[src/spi_err_pkg.sv]
package spi_err_pkg;
  // register bus geometry and addresses
  localparam int           ADDR_W    = 16;
  localparam int           DATA_W    = 8;
  localparam logic [15:0]  CTRL_ADDR = 16'h0010;
  localparam logic [15:0]  STAT_ADDR = 16'h0011;
  localparam logic [15:0]  DATA_ADDR = 16'h0012;

  // control_reg field positions
  localparam int CTRL_EN_BIT   = 0;
  localparam int CTRL_CLOCK_PHASE_BIT = 1;
  localparam int CTRL_CPOL_BIT = 2;
  localparam int CTRL_MSTR_BIT = 3;
  localparam int CTRL_RXIE_BIT = 7;

  // status_control_reg field positions
  localparam int STAT_RATE_LSB  = 0;
  localparam int STAT_FDE_BIT   = 2;
  localparam int STAT_TXE_BIT   = 3;
  localparam int STAT_FLT_BIT   = 4;
  localparam int STAT_OVR_BIT   = 5;
  localparam int STAT_ERROR_IRQ_ENABLE_BIT = 6;
  localparam int STAT_RXF_BIT   = 7;

  // reset values
  localparam logic [7:0] CTRL_RESET = 8'h00;
  localparam logic [7:0] STAT_RESET = 8'h08;
  localparam logic [7:0] DATA_RESET = 8'h00;

  // master clock half periods in bus cycles, per rate_select code
  localparam int          HALF_W      = 7;
  localparam logic [6:0]  HALF_DIV2   = 7'h01;
  localparam logic [6:0]  HALF_DIV8   = 7'h04;
  localparam logic [6:0]  HALF_DIV32  = 7'h10;
  localparam logic [6:0]  HALF_DIV128 = 7'h40;

  // transfer framing
  localparam logic [3:0]  LAST_HALF = 4'hf;
  localparam logic [2:0]  LAST_BIT  = 3'h7;

  typedef enum logic [0:0] {
    M_IDLE = 1'b0,
    M_RUN  = 1'b1
  } mstate_type;
endpackage

[src/spi_err_core.sv]
// Function
// - master transfer starts only on data write
// - phase clear: clock idle for first half-bit
// - phase set: first bit opens with edge
// - master clock free-running, only enabled master
// - clock edges on rising edge of bus clock
// - start delay at most one bit time
// - overrun at first capture, keep old byte
// - overrun and fault share error interrupt enable
// - no rx full while overrun stands
// - status read then data read clears overrun
// - fault set only while detect enabled
// - master: select low sets fault
// - master fault: disable, tx empty, reset counter
// - fault leaves master_select untouched
// - slave: select rising mid-transfer sets fault
// - slave phase clear: frame from select fall
// - slave phase set: frame from clock edge
// - phase clear select pulse alone faults
// - slave fault keeps enable; toggle aborts
// - deselected slave tristates output, ignores clock
// - status read then control write clears fault
// - rx full set on every byte moved without overrun
module spi_err_core (
  // clock and reset
  input  wire logic                          sys_clk_i,
  input  wire logic                          rst_i,
  // register port
  input  wire logic [spi_err_pkg::ADDR_W-1:0] addr_i,
  input  wire logic [spi_err_pkg::DATA_W-1:0] wdata_i,
  input  wire logic                          wr_i,
  input  wire logic                          rd_i,
  output logic      [spi_err_pkg::DATA_W-1:0] rdata_o,
  // serial link
  input  wire logic                          sck_i,
  output logic                               sck_o,
  output logic                               sck_oe_o,
  input  wire logic                          mosi_i,
  output logic                               mosi_o,
  output logic                               mosi_oe_o,
  input  wire logic                          miso_i,
  output logic                               miso_o,
  output logic                               miso_oe_o,
  input  wire logic                          ss_n_i,
  // system side
  output logic                               pins_owned_o,
  output logic                               rx_err_irq_o
);
  import spi_err_pkg::*;

  // rate_select to half bit period
  function automatic logic [HALF_W-1:0] half_len_f(input logic [1:0] code);
    case (code)
      2'h0:    half_len_f = HALF_DIV2;
      2'h1:    half_len_f = HALF_DIV8;
      2'h2:    half_len_f = HALF_DIV32;
      default: half_len_f = HALF_DIV128;
    endcase
  endfunction

  // configuration
  logic             en_r, en_nxt;
  logic             clock_phase_r, clock_phase_nxt;
  logic             cpol_r, cpol_nxt;
  logic             mstr_r, mstr_nxt;
  logic             rxie_r, rxie_nxt;
  logic [1:0]       rate_r, rate_nxt;
  logic             fde_r, fde_nxt;
  logic             error_irq_enable_r, error_irq_enable_nxt;
  // data and flags
  logic [7:0]       tx_buf_r, tx_buf_nxt;
  logic             txe_r, txe_nxt;
  logic [7:0]       rx_buf_r, rx_buf_nxt;
  logic             rxf_r, rxf_nxt;
  logic             ovr_r, ovr_nxt;
  logic             flt_r, flt_nxt;
  logic             arm_rxf_r, arm_rxf_nxt;
  logic             arm_ovr_r, arm_ovr_nxt;
  logic             arm_flt_r, arm_flt_nxt;
  logic [7:0]       rdata_r, rdata_nxt;
  // shift engine
  logic [HALF_W-1:0] div_r, div_nxt;
  logic             ph_r, ph_nxt;
  mstate_type       mst_r, mst_nxt;
  logic [3:0]       hcnt_r, hcnt_nxt;
  logic [7:0]       sh_r, sh_nxt;
  logic             smp_r, smp_nxt;
  logic             sck_r, sck_nxt;
  logic             sck_q_r, sck_q_nxt;
  logic             ss_q_r, ss_q_nxt;
  logic             sact_r, sact_nxt;
  logic [2:0]       bcnt_r, bcnt_nxt;

  // decode and event terms
  logic             run_clk, half_tick, bit_edge, mflt_cond, sflt_cond;
  logic             slv, lead, trail, ss_fall, ss_rise;
  logic             first_cap, done;
  logic [7:0]       rx_byte;
  logic [HALF_W-1:0] half_len;

  // next-state logic for registers, flags and both shift engines
  always_comb begin
    en_nxt      = en_r;
    clock_phase_nxt    = clock_phase_r;
    cpol_nxt    = cpol_r;
    mstr_nxt    = mstr_r;
    rxie_nxt    = rxie_r;
    rate_nxt    = rate_r;
    fde_nxt     = fde_r;
    error_irq_enable_nxt   = error_irq_enable_r;
    tx_buf_nxt  = tx_buf_r;
    txe_nxt     = txe_r;
    rx_buf_nxt  = rx_buf_r;
    rxf_nxt     = rxf_r;
    ovr_nxt     = ovr_r;
    flt_nxt     = flt_r;
    arm_rxf_nxt = arm_rxf_r;
    arm_ovr_nxt = arm_ovr_r;
    arm_flt_nxt = arm_flt_r;
    rdata_nxt   = rdata_r;
    div_nxt     = div_r;
    ph_nxt      = ph_r;
    mst_nxt     = mst_r;
    hcnt_nxt    = hcnt_r;
    sh_nxt      = sh_r;
    smp_nxt     = smp_r;
    sck_nxt     = sck_r;
    sck_q_nxt   = sck_i;
    ss_q_nxt    = ss_n_i;
    sact_nxt    = sact_r;
    bcnt_nxt    = bcnt_r;
    first_cap   = 1'b0;
    done        = 1'b0;
    rx_byte     = 8'h00;

    run_clk   = en_r & mstr_r;
    half_len  = half_len_f(rate_r);
    half_tick = run_clk & (div_r == half_len - 7'h01);
    bit_edge  = half_tick & ph_r;
    slv       = en_r & ~mstr_r;
    // a deselected slave sees no clock edges at all
    lead      = slv & ~ss_n_i & (sck_i != sck_q_r) & (sck_q_r == cpol_r);
    trail     = slv & ~ss_n_i & (sck_i != sck_q_r) & (sck_q_r != cpol_r);
    ss_fall   = slv & ss_q_r & ~ss_n_i;
    ss_rise   = slv & ~ss_q_r & ss_n_i;
    mflt_cond = run_clk & fde_r & ~ss_n_i;
    sflt_cond = ss_rise & sact_r & fde_r;

    // bus side: reads arm the two-step clears, writes store fields
    rdata_nxt = 8'h00;
    if (rd_i) begin
      case (addr_i)
        CTRL_ADDR: rdata_nxt = {rxie_r, 3'h0, mstr_r, cpol_r, clock_phase_r, en_r};
        STAT_ADDR: begin
          rdata_nxt   = {rxf_r, error_irq_enable_r, ovr_r, flt_r, txe_r, fde_r, rate_r};
          arm_rxf_nxt = rxf_r;
          arm_ovr_nxt = ovr_r;
          arm_flt_nxt = flt_r;
        end
        DATA_ADDR: begin
          rdata_nxt = rx_buf_r;
          if (arm_rxf_r) begin
            rxf_nxt = 1'b0;
          end
          if (arm_ovr_r) begin
            ovr_nxt = 1'b0;
          end
          arm_rxf_nxt = 1'b0;
          arm_ovr_nxt = 1'b0;
        end
        default: rdata_nxt = 8'h00;
      endcase
    end
    if (wr_i) begin
      case (addr_i)
        CTRL_ADDR: begin
          en_nxt   = wdata_i[CTRL_EN_BIT];
          clock_phase_nxt = wdata_i[CTRL_CLOCK_PHASE_BIT];
          cpol_nxt = wdata_i[CTRL_CPOL_BIT];
          mstr_nxt = wdata_i[CTRL_MSTR_BIT];
          rxie_nxt = wdata_i[CTRL_RXIE_BIT];
          // clear only if no fault condition stands right now; a master that
          // disabled itself still sees select low as a standing fault
          if (arm_flt_r & ~(mstr_r & fde_r & ~ss_n_i) & ~sflt_cond) begin
            flt_nxt = 1'b0;
          end
          arm_flt_nxt = 1'b0;
        end
        STAT_ADDR: begin
          rate_nxt  = wdata_i[STAT_RATE_LSB +: 2];
          fde_nxt   = wdata_i[STAT_FDE_BIT];
          error_irq_enable_nxt = wdata_i[STAT_ERROR_IRQ_ENABLE_BIT];
        end
        DATA_ADDR: begin
          tx_buf_nxt = wdata_i;
          txe_nxt    = 1'b0;
        end
        default: ;
      endcase
    end

    // free-running divider, stopped unless enabled master
    if (run_clk) begin
      div_nxt = half_tick ? 7'h00 : div_r + 7'h01;
      if (half_tick) begin
        ph_nxt = ~ph_r;
      end
    end else begin
      div_nxt = 7'h00;
      ph_nxt  = 1'b0;
      sck_nxt = cpol_r;
    end

    // master engine: 16 half periods per byte
    case (mst_r)
      M_IDLE: begin
        // only a pending data write starts, at the next bit boundary
        if (bit_edge & ~txe_r & ~(wr_i & (addr_i == DATA_ADDR))) begin
          mst_nxt  = M_RUN;
          hcnt_nxt = 4'h0;
          sh_nxt   = tx_buf_r;
          txe_nxt  = 1'b1;
          sck_nxt  = cpol_r ^ clock_phase_r;
        end
      end
      M_RUN: begin
        if (half_tick) begin
          // capture at the end of even halves (phase 0) or odd (phase 1)
          if (hcnt_r[0] == clock_phase_r) begin
            smp_nxt   = miso_i;
            first_cap = (hcnt_r[3:1] == 3'h0);
          end
          if (hcnt_r[0]) begin
            sh_nxt = {sh_r[6:0], clock_phase_r ? miso_i : smp_r};
          end
          if (hcnt_r == LAST_HALF) begin
            done     = 1'b1;
            rx_byte  = {sh_r[6:0], clock_phase_r ? miso_i : smp_r};
            mst_nxt  = M_IDLE;
            sck_nxt  = cpol_r;
          end else begin
            hcnt_nxt = hcnt_r + 4'h1;
            // edges land on rising bus clock edges, the same edge the register port samples on
            sck_nxt  = cpol_r ^ ~(hcnt_r[0] ^ clock_phase_r);
          end
        end
      end
      default: mst_nxt = M_IDLE;
    endcase

    // slave engine
    if (~clock_phase_r & ss_fall) begin
      sact_nxt = 1'b1;
      bcnt_nxt = 3'h0;
      if (~txe_r) begin
        sh_nxt  = tx_buf_r;
        txe_nxt = 1'b1;
      end
    end
    if (lead) begin
      if (clock_phase_r) begin
        if (~sact_r) begin
          sact_nxt = 1'b1;
          bcnt_nxt = 3'h0;
          if (~txe_r) begin
            sh_nxt  = tx_buf_r;
            txe_nxt = 1'b1;
          end
        end else begin
          sh_nxt = {sh_r[6:0], smp_r};
        end
      end else if (sact_r) begin
        smp_nxt   = mosi_i;
        first_cap = (bcnt_r == 3'h0);
      end
    end
    if (trail & sact_r) begin
      if (clock_phase_r) begin
        first_cap = (bcnt_r == 3'h0);
      end
      sh_nxt   = {sh_r[6:0], clock_phase_r ? mosi_i : smp_r};
      bcnt_nxt = bcnt_r + 3'h1;
      if (bcnt_r == LAST_BIT) begin
        done     = 1'b1;
        rx_byte  = {sh_r[6:0], clock_phase_r ? mosi_i : smp_r};
        sact_nxt = 1'b0;
      end
    end
    if (ss_rise) begin
      sact_nxt = 1'b0;
    end

    // receive side: overrun wins over new data
    if (first_cap & rxf_r) begin
      ovr_nxt = 1'b1;
    end
    if (done & ~ovr_nxt) begin
      rx_buf_nxt = rx_byte;
      rxf_nxt    = 1'b1;
    end

    // fault handling; mstr is left alone so software can tell the mode
    if (sflt_cond) begin
      flt_nxt = 1'b1;
    end
    if (mflt_cond) begin
      flt_nxt = 1'b1;
      en_nxt  = 1'b0;
      txe_nxt = 1'b1;
      mst_nxt = M_IDLE;
      hcnt_nxt = 4'h0;
    end

    // partial reset while disabled: aborts any frame, master or slave
    if (~en_r) begin
      txe_nxt  = 1'b1;
      mst_nxt  = M_IDLE;
      hcnt_nxt = 4'h0;
      sh_nxt   = 8'h00;
      sact_nxt = 1'b0;
      bcnt_nxt = 3'h0;
    end
  end

  // state registers
  always_ff @(posedge sys_clk_i) begin
    if (rst_i) begin
      en_r      <= CTRL_RESET[CTRL_EN_BIT];
      clock_phase_r    <= CTRL_RESET[CTRL_CLOCK_PHASE_BIT];
      cpol_r    <= CTRL_RESET[CTRL_CPOL_BIT];
      mstr_r    <= CTRL_RESET[CTRL_MSTR_BIT];
      rxie_r    <= CTRL_RESET[CTRL_RXIE_BIT];
      rate_r    <= STAT_RESET[STAT_RATE_LSB +: 2];
      fde_r     <= STAT_RESET[STAT_FDE_BIT];
      error_irq_enable_r   <= STAT_RESET[STAT_ERROR_IRQ_ENABLE_BIT];
      tx_buf_r  <= DATA_RESET;
      txe_r     <= STAT_RESET[STAT_TXE_BIT];
      rx_buf_r  <= DATA_RESET;
      rxf_r     <= STAT_RESET[STAT_RXF_BIT];
      ovr_r     <= STAT_RESET[STAT_OVR_BIT];
      flt_r     <= STAT_RESET[STAT_FLT_BIT];
      arm_rxf_r <= 1'b0;
      arm_ovr_r <= 1'b0;
      arm_flt_r <= 1'b0;
      rdata_r   <= 8'h00;
      div_r     <= 7'h00;
      ph_r      <= 1'b0;
      mst_r     <= M_IDLE;
      hcnt_r    <= 4'h0;
      sh_r      <= DATA_RESET;
      smp_r     <= 1'b0;
      sck_r     <= 1'b0;
      sck_q_r   <= 1'b0;
      ss_q_r    <= 1'b1;
      sact_r    <= 1'b0;
      bcnt_r    <= 3'h0;
    end else begin
      en_r      <= en_nxt;
      clock_phase_r    <= clock_phase_nxt;
      cpol_r    <= cpol_nxt;
      mstr_r    <= mstr_nxt;
      rxie_r    <= rxie_nxt;
      rate_r    <= rate_nxt;
      fde_r     <= fde_nxt;
      error_irq_enable_r   <= error_irq_enable_nxt;
      tx_buf_r  <= tx_buf_nxt;
      txe_r     <= txe_nxt;
      rx_buf_r  <= rx_buf_nxt;
      rxf_r     <= rxf_nxt;
      ovr_r     <= ovr_nxt;
      flt_r     <= flt_nxt;
      arm_rxf_r <= arm_rxf_nxt;
      arm_ovr_r <= arm_ovr_nxt;
      arm_flt_r <= arm_flt_nxt;
      rdata_r   <= rdata_nxt;
      div_r     <= div_nxt;
      ph_r      <= ph_nxt;
      mst_r     <= mst_nxt;
      hcnt_r    <= hcnt_nxt;
      sh_r      <= sh_nxt;
      smp_r     <= smp_nxt;
      sck_r     <= sck_nxt;
      sck_q_r   <= sck_q_nxt;
      ss_q_r    <= ss_q_nxt;
      sact_r    <= sact_nxt;
      bcnt_r    <= bcnt_nxt;
    end
  end

  // pins: enables follow mode, data from the shift register
  assign rdata_o      = rdata_r;
  assign sck_o        = sck_r;
  assign sck_oe_o     = en_r & mstr_r;
  assign mosi_o       = sh_r[7];
  assign mosi_oe_o    = en_r & mstr_r;
  assign miso_o       = sh_r[7];
  assign miso_oe_o    = en_r & ~mstr_r & ~ss_n_i;
  assign pins_owned_o = en_r;
  // one shared line: receive full plus the two errors behind one enable
  assign rx_err_irq_o = (rxie_r & en_r & rxf_r) | (error_irq_enable_r & (ovr_r | flt_r));
endmodule

[config.mk]
export PLATFORM = sky130hd
export DESIGN_NAME = spi_err_core
export DESIGN_NICKNAME = d
export VERILOG_FILES = /design/src/spi_err_pkg.sv /design/src/spi_err_core.sv
export SDC_FILE = /design/constraint.sdc
export NUM_CORES = 1
export LEC_CHECK = 0
export ABC_AREA = 1
export BUFFER_PORTS_ARGS = -buffer_cell sky130_fd_sc_hd__buf_2
export CAP_MARGIN = 20
export CORE_MARGIN = 8
export CORE_UTILIZATION = 62
export CTS_BUF_LIST = sky130_fd_sc_hd__clkbuf_4 sky130_fd_sc_hd__clkbuf_8 sky130_fd_sc_hd__clkbuf_16
export CTS_CLUSTER_SIZE = 20
export DETAILED_ROUTE_END_ITERATION = 12
export PLACE_DENSITY_LB_ADDON = 0.05
export SYNTH_ARGS = -nofsm -noshare
export SYNTH_HDL_FRONTEND = slang
export SYNTH_SLANG_ARGS = --single-unit
export TNS_END_PERCENT = 50
[constraint.sdc]
create_clock -name sys_clk_i -period 5.3 [get_ports sys_clk_i]
set_clock_uncertainty 0.1 [all_clocks]
set_input_delay 0.265 -clock sys_clk_i [delete_from_list [all_inputs] [get_ports sys_clk_i]]
set_output_delay 0.265 -clock sys_clk_i [all_outputs]
set_load 0.005 [all_outputs]
Yosys cells after proc, flatten, opt, wreduce, memory -nomap -nowiden --
Index checks and enable logic that the tools add are counted.
Cells by class: reductions and logical operators 24, eq/ne operators 15, $add $sub $neg 4, bitwise gates (word level) 50, muxes and demuxes 92
Operator list (count):
- $mux W8 | 15
- $mux W1 | 61
- $eq A16 B5 Y1 const B | 3
- $and A1 B1 Y1 | 30
- $pmux W8 S3 | 1
- $pmux W7 S3 | 1
- $pmux W8 S2 | 1
- $mux W3 | 5
- $not A1 Y1 | 15
- $mux W4 | 3
- $reduce_and A3 Y1 | 3
- $reduce_bool A3 Y1 | 3
- $reduce_or A3 Y1 | 3
- $pmux W1 S2 | 4
- $pmux W4 S2 | 1
- $reduce_and A2 Y1 | 4
- $reduce_bool A2 Y1 | 4
- $reduce_or A2 Y1 | 4
- $add A7 B1 Y7 const B | 1
- $eq A7 B7 Y1 | 1
- $sub A7 B1 Y7 const B | 1
- $logic_not A3 Y1 | 2
- $add A4 B1 Y4 const B | 1
- $eq A4 B4 Y1 const B | 1
- 11 further kinds | 17
Storage, ports and cells: logic and storage cells 214, bits in registers 69, bits of input ports 32, output and inout port bits 16

Depth between registers and ports, before layout --
Gate-level depths: netlist (run 1).
depth after elaboration 18, mapped depth 19, depth with buffers taken out 19

Worst setup path before layout (run 1) --
Ideal clock, no wire load.
path kind register -> register, start register rate_r[1], end register rx_buf_r[0], arrival 1.916 ns, cell stages (with the launch flop) 18, period minus slack after synthesis 2.130 ns, data required time 5.086 ns, path buffers 1, library setup time 0.114 ns, path slack 3.170 ns, cells stage by stage dfxtp_1 -> inv_1 -> nand2_1 -> ha_1 -> inv_1 -> nand2_1 -> nand2_1 -> nor2_1 -> nand2_2 -> nor2_8 -> nand3_2 -> nor2_2 -> o211ai_2 -> nand3_4 -> buf_6 -> nand2_2 -> nand2_1 -> nor2_2
Between the ends: word-level cells in the longest chain between the ends 16, elaborated cells between the ends (all ways) 26, classes of those cells 1 x add/sub; 3 x eq/ne; 17 x mux; 4 x bitwise; 1 x reduce/logical
Ends and longest elaborated chain:
- start: declaration | line spi_err_core.sv:67 | logic [1:0] rate_r, rate_nxt;
- start signal: assignment | line spi_err_core.sv:333 | rate_r <= STAT_RESET[STAT_RATE_LSB +: 2];
- start signal: assignment | line spi_err_core.sv:363 | rate_r <= rate_nxt;
- $eq A2 B2 Y1, or another cell as far along | line spi_err_core.sv:53 | case (code)
- $pmux W7 S3 (*) | line spi_err_core.sv:53
- $sub A7 B1 Y7 (*) | line spi_err_core.sv:138 | half_tick = run_clk & (div_r == half_len - 7'h01);
- $eq A7 B7 Y1 (*) | line spi_err_core.sv:138
- $and A1 B1 Y1 (*) | line spi_err_core.sv:138
- $mux W1 | line spi_err_core.sv:227 | if (half_tick) begin
- $mux W1 | line spi_err_core.sv:215 | case (mst_r)
- $mux W1 | line spi_err_core.sv:272 | end else if (sact_r) begin
- $mux W1 | line spi_err_core.sv:261 | if (clock_phase_r) begin
- $mux W1 | line spi_err_core.sv:260 | if (lead) begin
- $mux W1 | line spi_err_core.sv:278 | if (clock_phase_r) begin
- $mux W1 | line spi_err_core.sv:277 | if (trail & sact_r) begin
- $and A1 B1 Y1 | line spi_err_core.sv:294 | if (first_cap & rxf_r) begin
- $mux W1 | line spi_err_core.sv:294
- $not A1 Y1 | line spi_err_core.sv:297 | if (done & ~ovr_nxt) begin
- $and A1 B1 Y1 | line spi_err_core.sv:297
- end signal: assignment | line spi_err_core.sv:368 | rx_buf_r <= rx_buf_nxt;
- end: declaration | line spi_err_core.sv:73 | logic [7:0] rx_buf_r, rx_buf_nxt;
Every way passes the cells marked *; elsewhere a longest branch is shown, timed or not. A chain may end at the register's enable or synchronous reset.

Worst setup path after layout (run 1) --
start register rate_r[1], end register sh_r[1]
Between the ends: word-level cells in the longest chain between the ends 17, elaborated cells between the ends (all ways) 20, classes of those cells 1 x add/sub; 3 x eq/ne; 11 x mux; 4 x bitwise; 1 x reduce/logical
Ends and longest elaborated chain:
- $eq A2 B2 Y1, or another cell as far along | line spi_err_core.sv:53
- $pmux W7 S3 (*) | line spi_err_core.sv:53
- $sub A7 B1 Y7 (*) | line spi_err_core.sv:138
- $eq A7 B7 Y1 (*) | line spi_err_core.sv:138
- $and A1 B1 Y1 (*) | line spi_err_core.sv:138
- $and A1 B1 Y1 | line spi_err_core.sv:139 | bit_edge = half_tick & ph_r;
- $and A1 B1 Y1 (2 in series) | line spi_err_core.sv:218 | if (bit_edge & ~txe_r & ~(wr_i & (addr_i == DATA_ADDR))) begin
- $mux W8 | line spi_err_core.sv:218
- $pmux W8 S2 (*) | line spi_err_core.sv:215
- $mux W8 | line spi_err_core.sv:255 | if (~txe_r) begin
- $mux W8 (*) | line spi_err_core.sv:252 | if (~clock_phase_r & ss_fall) begin
- $mux W8 | line spi_err_core.sv:265 | if (~txe_r) begin
- $mux W8 | line spi_err_core.sv:262 | if (~sact_r) begin
- $mux W8 | line spi_err_core.sv:261
- $mux W8 (*) | line spi_err_core.sv:260
- $mux W8 (*) | line spi_err_core.sv:277
- end signal: assignment | line spi_err_core.sv:380 | sh_r <= sh_nxt;
- end: declaration | line spi_err_core.sv:86 | logic [7:0] sh_r, sh_nxt;
Marks and branches as above.

==> results of run 1 <==
worst register-to-register path: cells and delay by family, from the launching register on:
family | cells | cell delay [ns]
buf+inv | 2 | 0.18
flops | 1 | 0.36
fa+ha+maj | 1 | 0.30
compound gates | 2 | 0.19
simple gates | 11 | 1.25
layer usage:
layer | routed length (um) | global-route usage | share of wire
met3 | 689 | 0.0562 | 0.074
met2 | 4520 | 0.381 | 0.48
met1 | 3870 | 0.259 | 0.42
met5 | 0 | 0 | 0
met4 | 243 | 0.103 | 0.026
registers in the layout (all words and copies together) (netlist names), 2 cells and up:
| signal | cells |
|---|---|
| rx_buf_r | 8 |
| rdata_o | 8 |
| tx_buf_r | 8 |
| sh_r | 8 |
| div_r | 7 |
| bcnt_r | 3 |
| rate_r | 2 |
| hcnt_r | 4 |
cells by family after synthesis:
| logic type | after synthesis |
|---|---|
| AND/OR/NAND/NOR | 252 |
| AO/OA/AOI/OAI | 97 |
| buffers and inverters | 93 |
| flip-flops | 69 |
| XOR/XNOR | 7 |
| adder cells (fa/ha/maj) | 6 |
stage by stage:
step	worst slack [ns]	util
2_1_floorplan	3.17	-
3_3_place_gp	2.94	0.696
3_5_place_dp	2.88	0.696
4_1_cts	2.86	0.732
5_1_grt	2.65	0.732
6_report	2.82	0.732
worst paths after layout:
| kind | slack (ns) | end | startpoint |
|---|---|---|---|
| worst max-delay path | 2.82 | sh_r[1] | rate_r[1] |
| worst min-delay path | 0.04 | sck_q_r | sck_i |
| worst max register to register | 2.82 | sh_r[1] | rate_r[1] |
| worst min register to register | 0.37 | div_r[0] | div_r[0] |
synthesized netlist by cell type, types with 3 or more instances:
library cell | count | area, sq um
nand2_1 | 132 | 495
inv_1 | 75 | 282
nor2_1 | 71 | 267
dfxtp_1 | 69 | 1380
a21oi_1 | 37 | 185
o21ai_0 | 21 | 105
nand3_1 | 18 | 90.1
o22ai_1 | 13 | 81.3
a211oi_1 | 8 | 60.1
ha_1 | 6 | 75.1
inv_2 | 6 | 22.5
nor3_1 | 6 | 30.0
nand2_2 | 5 | 31.3
nor2_2 | 5 | 31.3
o21ai_1 | 5 | 25.0
clkbuf_1 | 4 | 15.0
nand3_4 | 4 | 70.1
xnor2_1 | 3 | 26.3
xor2_1 | 3 | 26.3
final cells by class:
cell class | count | area (sq um)
Multi-Input combinational cell | 362 | 1840
Fill cell | 499 | 1480
Sequential cell | 69 | 1380
Inverter | 82 | 308
Timing Repair Buffer | 47 | 235
Clock buffer | 13 | 173
Tap cell | 72 | 90.1
Clock inverter | 1 | 30.0
where the power goes:
part	internal [mW]	switching [mW]
registers	0.519	0.000711
logic	0.0108	0.0163
clock network	0.256	0.190
cells in the final DEF (no fill, tap or decap), types with 3 or more instances in the layout:
cell	instances
nor2_1	71
o22ai_1	13
a21oi_1	37
nand3_4	4
dfxtp_1	69
buf_2	47
ha_1	6
xor2_1	3
inv_1	75
a211oi_1	8
nand2_1	132
o21ai_1	5
nand2_2	5
xnor2_1	3
o21ai_0	21
nor3_1	6
inv_2	6
nand3_1	18
nor2_2	5
clkbuf_8	12
==> results.ini, run 1 <==
[route]
final_antenna_net_count=0
wl_um=9320
vias=3563
routed_via_density=5.52
wire_per_inst_um=14.4
drt-pass1-iter-count=5
first_iter_violations=283
drcViolationCount=0

[floorplanning]
ioPinCount=48
die_h_um=92.1
fp.dieArea_sq_mm=0.00849
coreArea_sq_mm=0.00554
num_rows=27
initial_core_util=0.649
die_x_um=92.1

[placement]
gp_congestion=0.902
place_hpwl_um=7090
place_inst=632
portBuffers=47
place_area_sq_mm=0.00385

[hold_path]
hold_path.class=in -> reg
whs_path_depth=3

[power]
power_density_mw_per_mm2=245
finalPower_uw=993
peakVddDrop_mv=0.166
p_leak_nw=1.82

[clock_tree]
numCtsBuffers=9
cts_tree=done
clkSinkCount=69
post_cts_resized=0
cts_hold_buf=0
clk_latency_ns=0.35
cts_setup_buffers=0
path_clk_slew_ns=0.07
clock_path_buffers=2
htreeDepth=3
cts_root_buf=clkbuf_8

[timing]
maxSlewViolCount=0
setup_tns_ns=0
max_slew_margin=0.421
hold_viol=0
fin_hold_ws_ns=0.0373
worst_slew_pin_slew_ns=0.862
rsz0062_at_grt=false
finalCriticalPeriod_ns=2.48
setup-violations-final=0
fmax_mhz=403
min_period_over_period=0.468

[yosys]
ys_seq_area_frac=0.384
yosys.area_share.simple=0.312
ys_ff_latch=69
synth_edf_count=0
syn_inst=524
synth_flop_cell=dfxtp_1
yosys.area_share.xor_xnor=0.0191
synth_warnings=0
synth.distinct_cells=41
synth_top_family_by_area=simple AND/OR/NAND/NOR gates
syn_area_per_cell_sq_um=6.86
synth_fp_nets=562
async_flop_share=0
synth_adder_area_share=0.0209
synth_mux_area_frac=0
syn_area_sq_mm=0.00359
synth_compound_area_frac=0.159

[layout]
num_antenna_cells=0
postLayoutCellArea_sq_mm=0.00406
layout.cells.non_filler=646
nets=609
layout-area-overhead-vs-synth_pct=12.8
drive_gt1_frac=0.162

[critical_path]
slowest_delay_ns=0.36
critical_path_buf_inv_count=2
worstPathMaxFanout=9
slowest_stage=dfxtp_1
crit_required_ns=5.44
cp_num_cells=16
endpoint_kind=register
critPathLaunchType=register
crit_arrival_ns=2.62
crit_family=simple AND/OR/NAND/NOR gates
crit_type=reg -> reg
rr_worst_depth=16
path_common_cell=nand2_1
cp_cell_sequence=inv_1 > nand2_1 > ha_1 > inv_1 > nand2_1 > nand2_1 > nor2_1 > nand2_2 > nor2_8 > nand3_2 > nand2_1 > o22ai_1 > nand2_1 > nand2_1 > nand2_1 > a21oi_1

[global_routing]
antenna_found_initial=0
grt_overflow=0
grt_pass1_wl_um=15600
grt_max_degree=24
first_global_vias=3480
track_usage=0.225

[status]
status=finished clean

[job]
drv_cap=0

Note: power is estimated with default switching activity, not from simulation.
==> run 2, diff against run 1 <==
- CORE_UTILIZATION: 62 -> 58
- clock period: 5.3 -> 2.6 ns (I/O delays scaled with it)
==> run 2 against run 1 <==
Compared with the run above:
- clock power rose by 120%
- cell area rose by 4.3%
- global-route usage fell by 0.49 points
- first-iteration DRC count fell by 1.4%
- power rose by 110%
- register-to-register slack got worse by 2.6 ns
- worst setup slack got worse by 2.6 ns
- final cell count rose by 3.1%
- via count rose by 0.84%
- combinational power rose to 2.5 times the previous value
- highest routed layer unchanged
==> results.ini, run 2 (same netlist as run 1, synthesis figures left out) <==
[critical_path]
crit_required_ns=2.73  ; -2.71 ns
endpoint_kind=register
crit_type=reg -> reg
reg2reg_setup_slack_ns=0.21  ; -2.61 ns
path_common_cell=nand2_1
r2r_start=rate_r[1]
slowest_stage=dfxtp_1
cp_cell_sequence=inv_1 > nand2_1 > ha_1 > inv_1 > nand2_1 > nand2_1 > nor2_1 > nand2_2 > nor2_8 > nand3_2 > nand2_2 > o22ai_1 > inv_1 > nand2_1 > o21ai_1 > a21oi_1
r2r_end=sh_r[6]
critPathLaunchType=register
worstPathMaxFanout=9  ; unchanged
rr_worst_depth=16  ; unchanged
slowest_delay_ns=0.35  ; about the same
crit_arrival_ns=2.52  ; -0.10 ns

[power]
p_leak_nw=1.89  ; +4.3%
seq_power_share=0.498  ; -0.026
pwr-share-clk=0.470  ; +0.021
switching_share=0.204  ; -0.00361
power_density_mw_per_mm2=503  ; +110%
peakVddDrop_mv=0.396  ; +140%
switching_power_uw=435  ; +110%
comb_power_share=0.032  ; +0.005
power.internal_mw=1.69  ; +120%

[route]
drcViolationCount=0  ; unchanged
first_iter_violations=279  ; -1.4%
wire_per_inst_um=14.0  ; -3.2%
drt-pass1-iter-count=4  ; -1
final_antenna_net_count=0  ; unchanged
vias=3593  ; +0.84%
routed_via_density=5.39  ; -2.2%
wl_um=9310  ; -0.16%

[job]
drv_cap=0  ; unchanged

[layout]
postLayoutCellArea_sq_mm=0.00423  ; +4.3%
drive_gt1_frac=0.171  ; +0.00888
layout_commonest_cell=nand2_1
layout-area-overhead-vs-synth_pct=17.7
final_cell_mix=131 x nand2_1, 75 x inv_1, 70 x nor2_1, 69 x dfxtp_1, 47 x buf_2
num_antenna_cells=0  ; unchanged
nets=624  ; +2.5%
fin_util=0.711  ; -0.0217
nFillCells=532  ; +6.6%

[floorplanning]
die_x_um=94.7  ; +2.8%
ioPinCount=48  ; unchanged
initial_core_util=0.604  ; -0.0453
coreArea_sq_mm=0.00596  ; +7.5%
die_h_um=94.7  ; +2.8%
num_rows=28  ; +3.7%
fp.dieArea_sq_mm=0.00897  ; +5.7%

[global_routing]
track_usage=0.220  ; -0.00487
grt_max_degree=23  ; -4.2%
first_global_vias=3547  ; +1.9%
grt_overflow=0  ; unchanged
antenna_found_initial=0  ; unchanged
grt_pass1_wl_um=15800  ; +1.2%

[hold_path]
hold_path.class=in -> reg
worstHoldEndpoint=sh_r[6]
hold_path_startpoint=rst_i
whs_path_depth=4  ; +1

[timing]
max_slew_margin=0.634  ; +0.213
setup-violations-final=0  ; unchanged
hold_viol=0  ; unchanged
min_period_over_period=0.918  ; +0.450
final.setup.worst_slack_ns=0.214  ; -2.61 ns
worst_slew_pin_slew_ns=0.543  ; -0.319 ns
fmax_mhz=419  ; +4.0%
finalCriticalPeriod_ns=2.39  ; -0.0943 ns
maxSlewViolCount=0  ; unchanged

[clock_tree]
clkSinkCount=69  ; unchanged
cts_root_buf=clkbuf_8
clock_path_buffers=2  ; unchanged
numCtsBuffers=9  ; unchanged
path_clk_slew_ns=0.07  ; about the same
clk_latency_ns=0.34  ; about the same
cts_tree=done
htreeDepth=3  ; unchanged

[placement]
post-place-ws_ns=0.203  ; -2.68 ns
gp_congestion=0.944  ; +4.6%
portBuffers=47  ; unchanged
place_hpwl_um=7060  ; -0.34%
place_area_sq_mm=0.00389  ; +0.88%

[status]
status=finished clean

## run 2: final cells by class
cell class	count	area (sq um)	share of cell area
clock buffers	12	159	0.0376
clock inverters	4	70.1	0.0166
inverters	82	308	0.0727
multi-input cells	362	1840	0.436
flip-flops and latches	69	1380	0.326
well taps	75	93.8	0.0222
repair buffers	62	375	0.0887
## run 2: how the worst max path moves through the flow
| stage | start | endpoint | slack, ns |
|---|---|---|---|
| after global routing | rate_r[1] | hcnt_r[3] | -0.00002 |
| final | rate_r[1] | sh_r[6] | 0.21 |
| after CTS | rate_r[1] | hcnt_r[3] | 0.19 |
| after floorplan | rate_r[1] | rx_buf_r[0] | 0.47 |
| after detailed placement | rate_r[1] | hcnt_r[3] | 0.20 |
| after global placement | rate_r[1] | hcnt_r[3] | 0.27 |
## run 2: per-layer routing
metal,GRT usage,wire length [um]
met5,0,0
met4,0.0845,212
met3,0.0595,583
met2,0.377,4580
met1,0.255,3940
## run 2: critical path: cells and delay by family, from the launching register on
family	cells	cell delay (ns)
compound gates	3	0.25
flops	1	0.35
fa+ha+maj	1	0.30
buf+inv	3	0.22
simple gates	9	1.04
## run 2: power groups by stage
stage | combinational (mW) | sequential (mW) | clock (mW)
2_1_floorplan | 0.0203 | 1.08 | 0
3_3_place_gp | 0.0541 | 1.08 | 0
3_5_place_dp | 0.0551 | 1.08 | 0
4_1_cts | 0.0678 | 1.06 | 1.01
5_1_grt | 0.0757 | 1.06 | 1.05
6_report | 0.0682 | 1.06 | 1.00
## run 2: timing repair
item,CTS,global route
hold buffers,11,0
resized for setup,0,2
hold endpoints to repair,14,0
setup buffers,0,0
endpoints found under the setup margin,0,2
## run 2: through the flow
stage / cells / power (mW) / TNS (ns) / hold WS (ns)
3_5_place_dp: 639 / 1.14 / 0 / 0.266
3_3_place_gp: 639 / 1.14 / 0 / 0.260
6_report: 666 / 2.13 / 0 / 0.0786
4_1_cts: 666 / 2.14 / 0 / 0.0649
2_1_floorplan: 524 / 1.10 / 0 / 0.150
5_1_grt: 666 / 2.19 / -0.0000178 / 0.0734
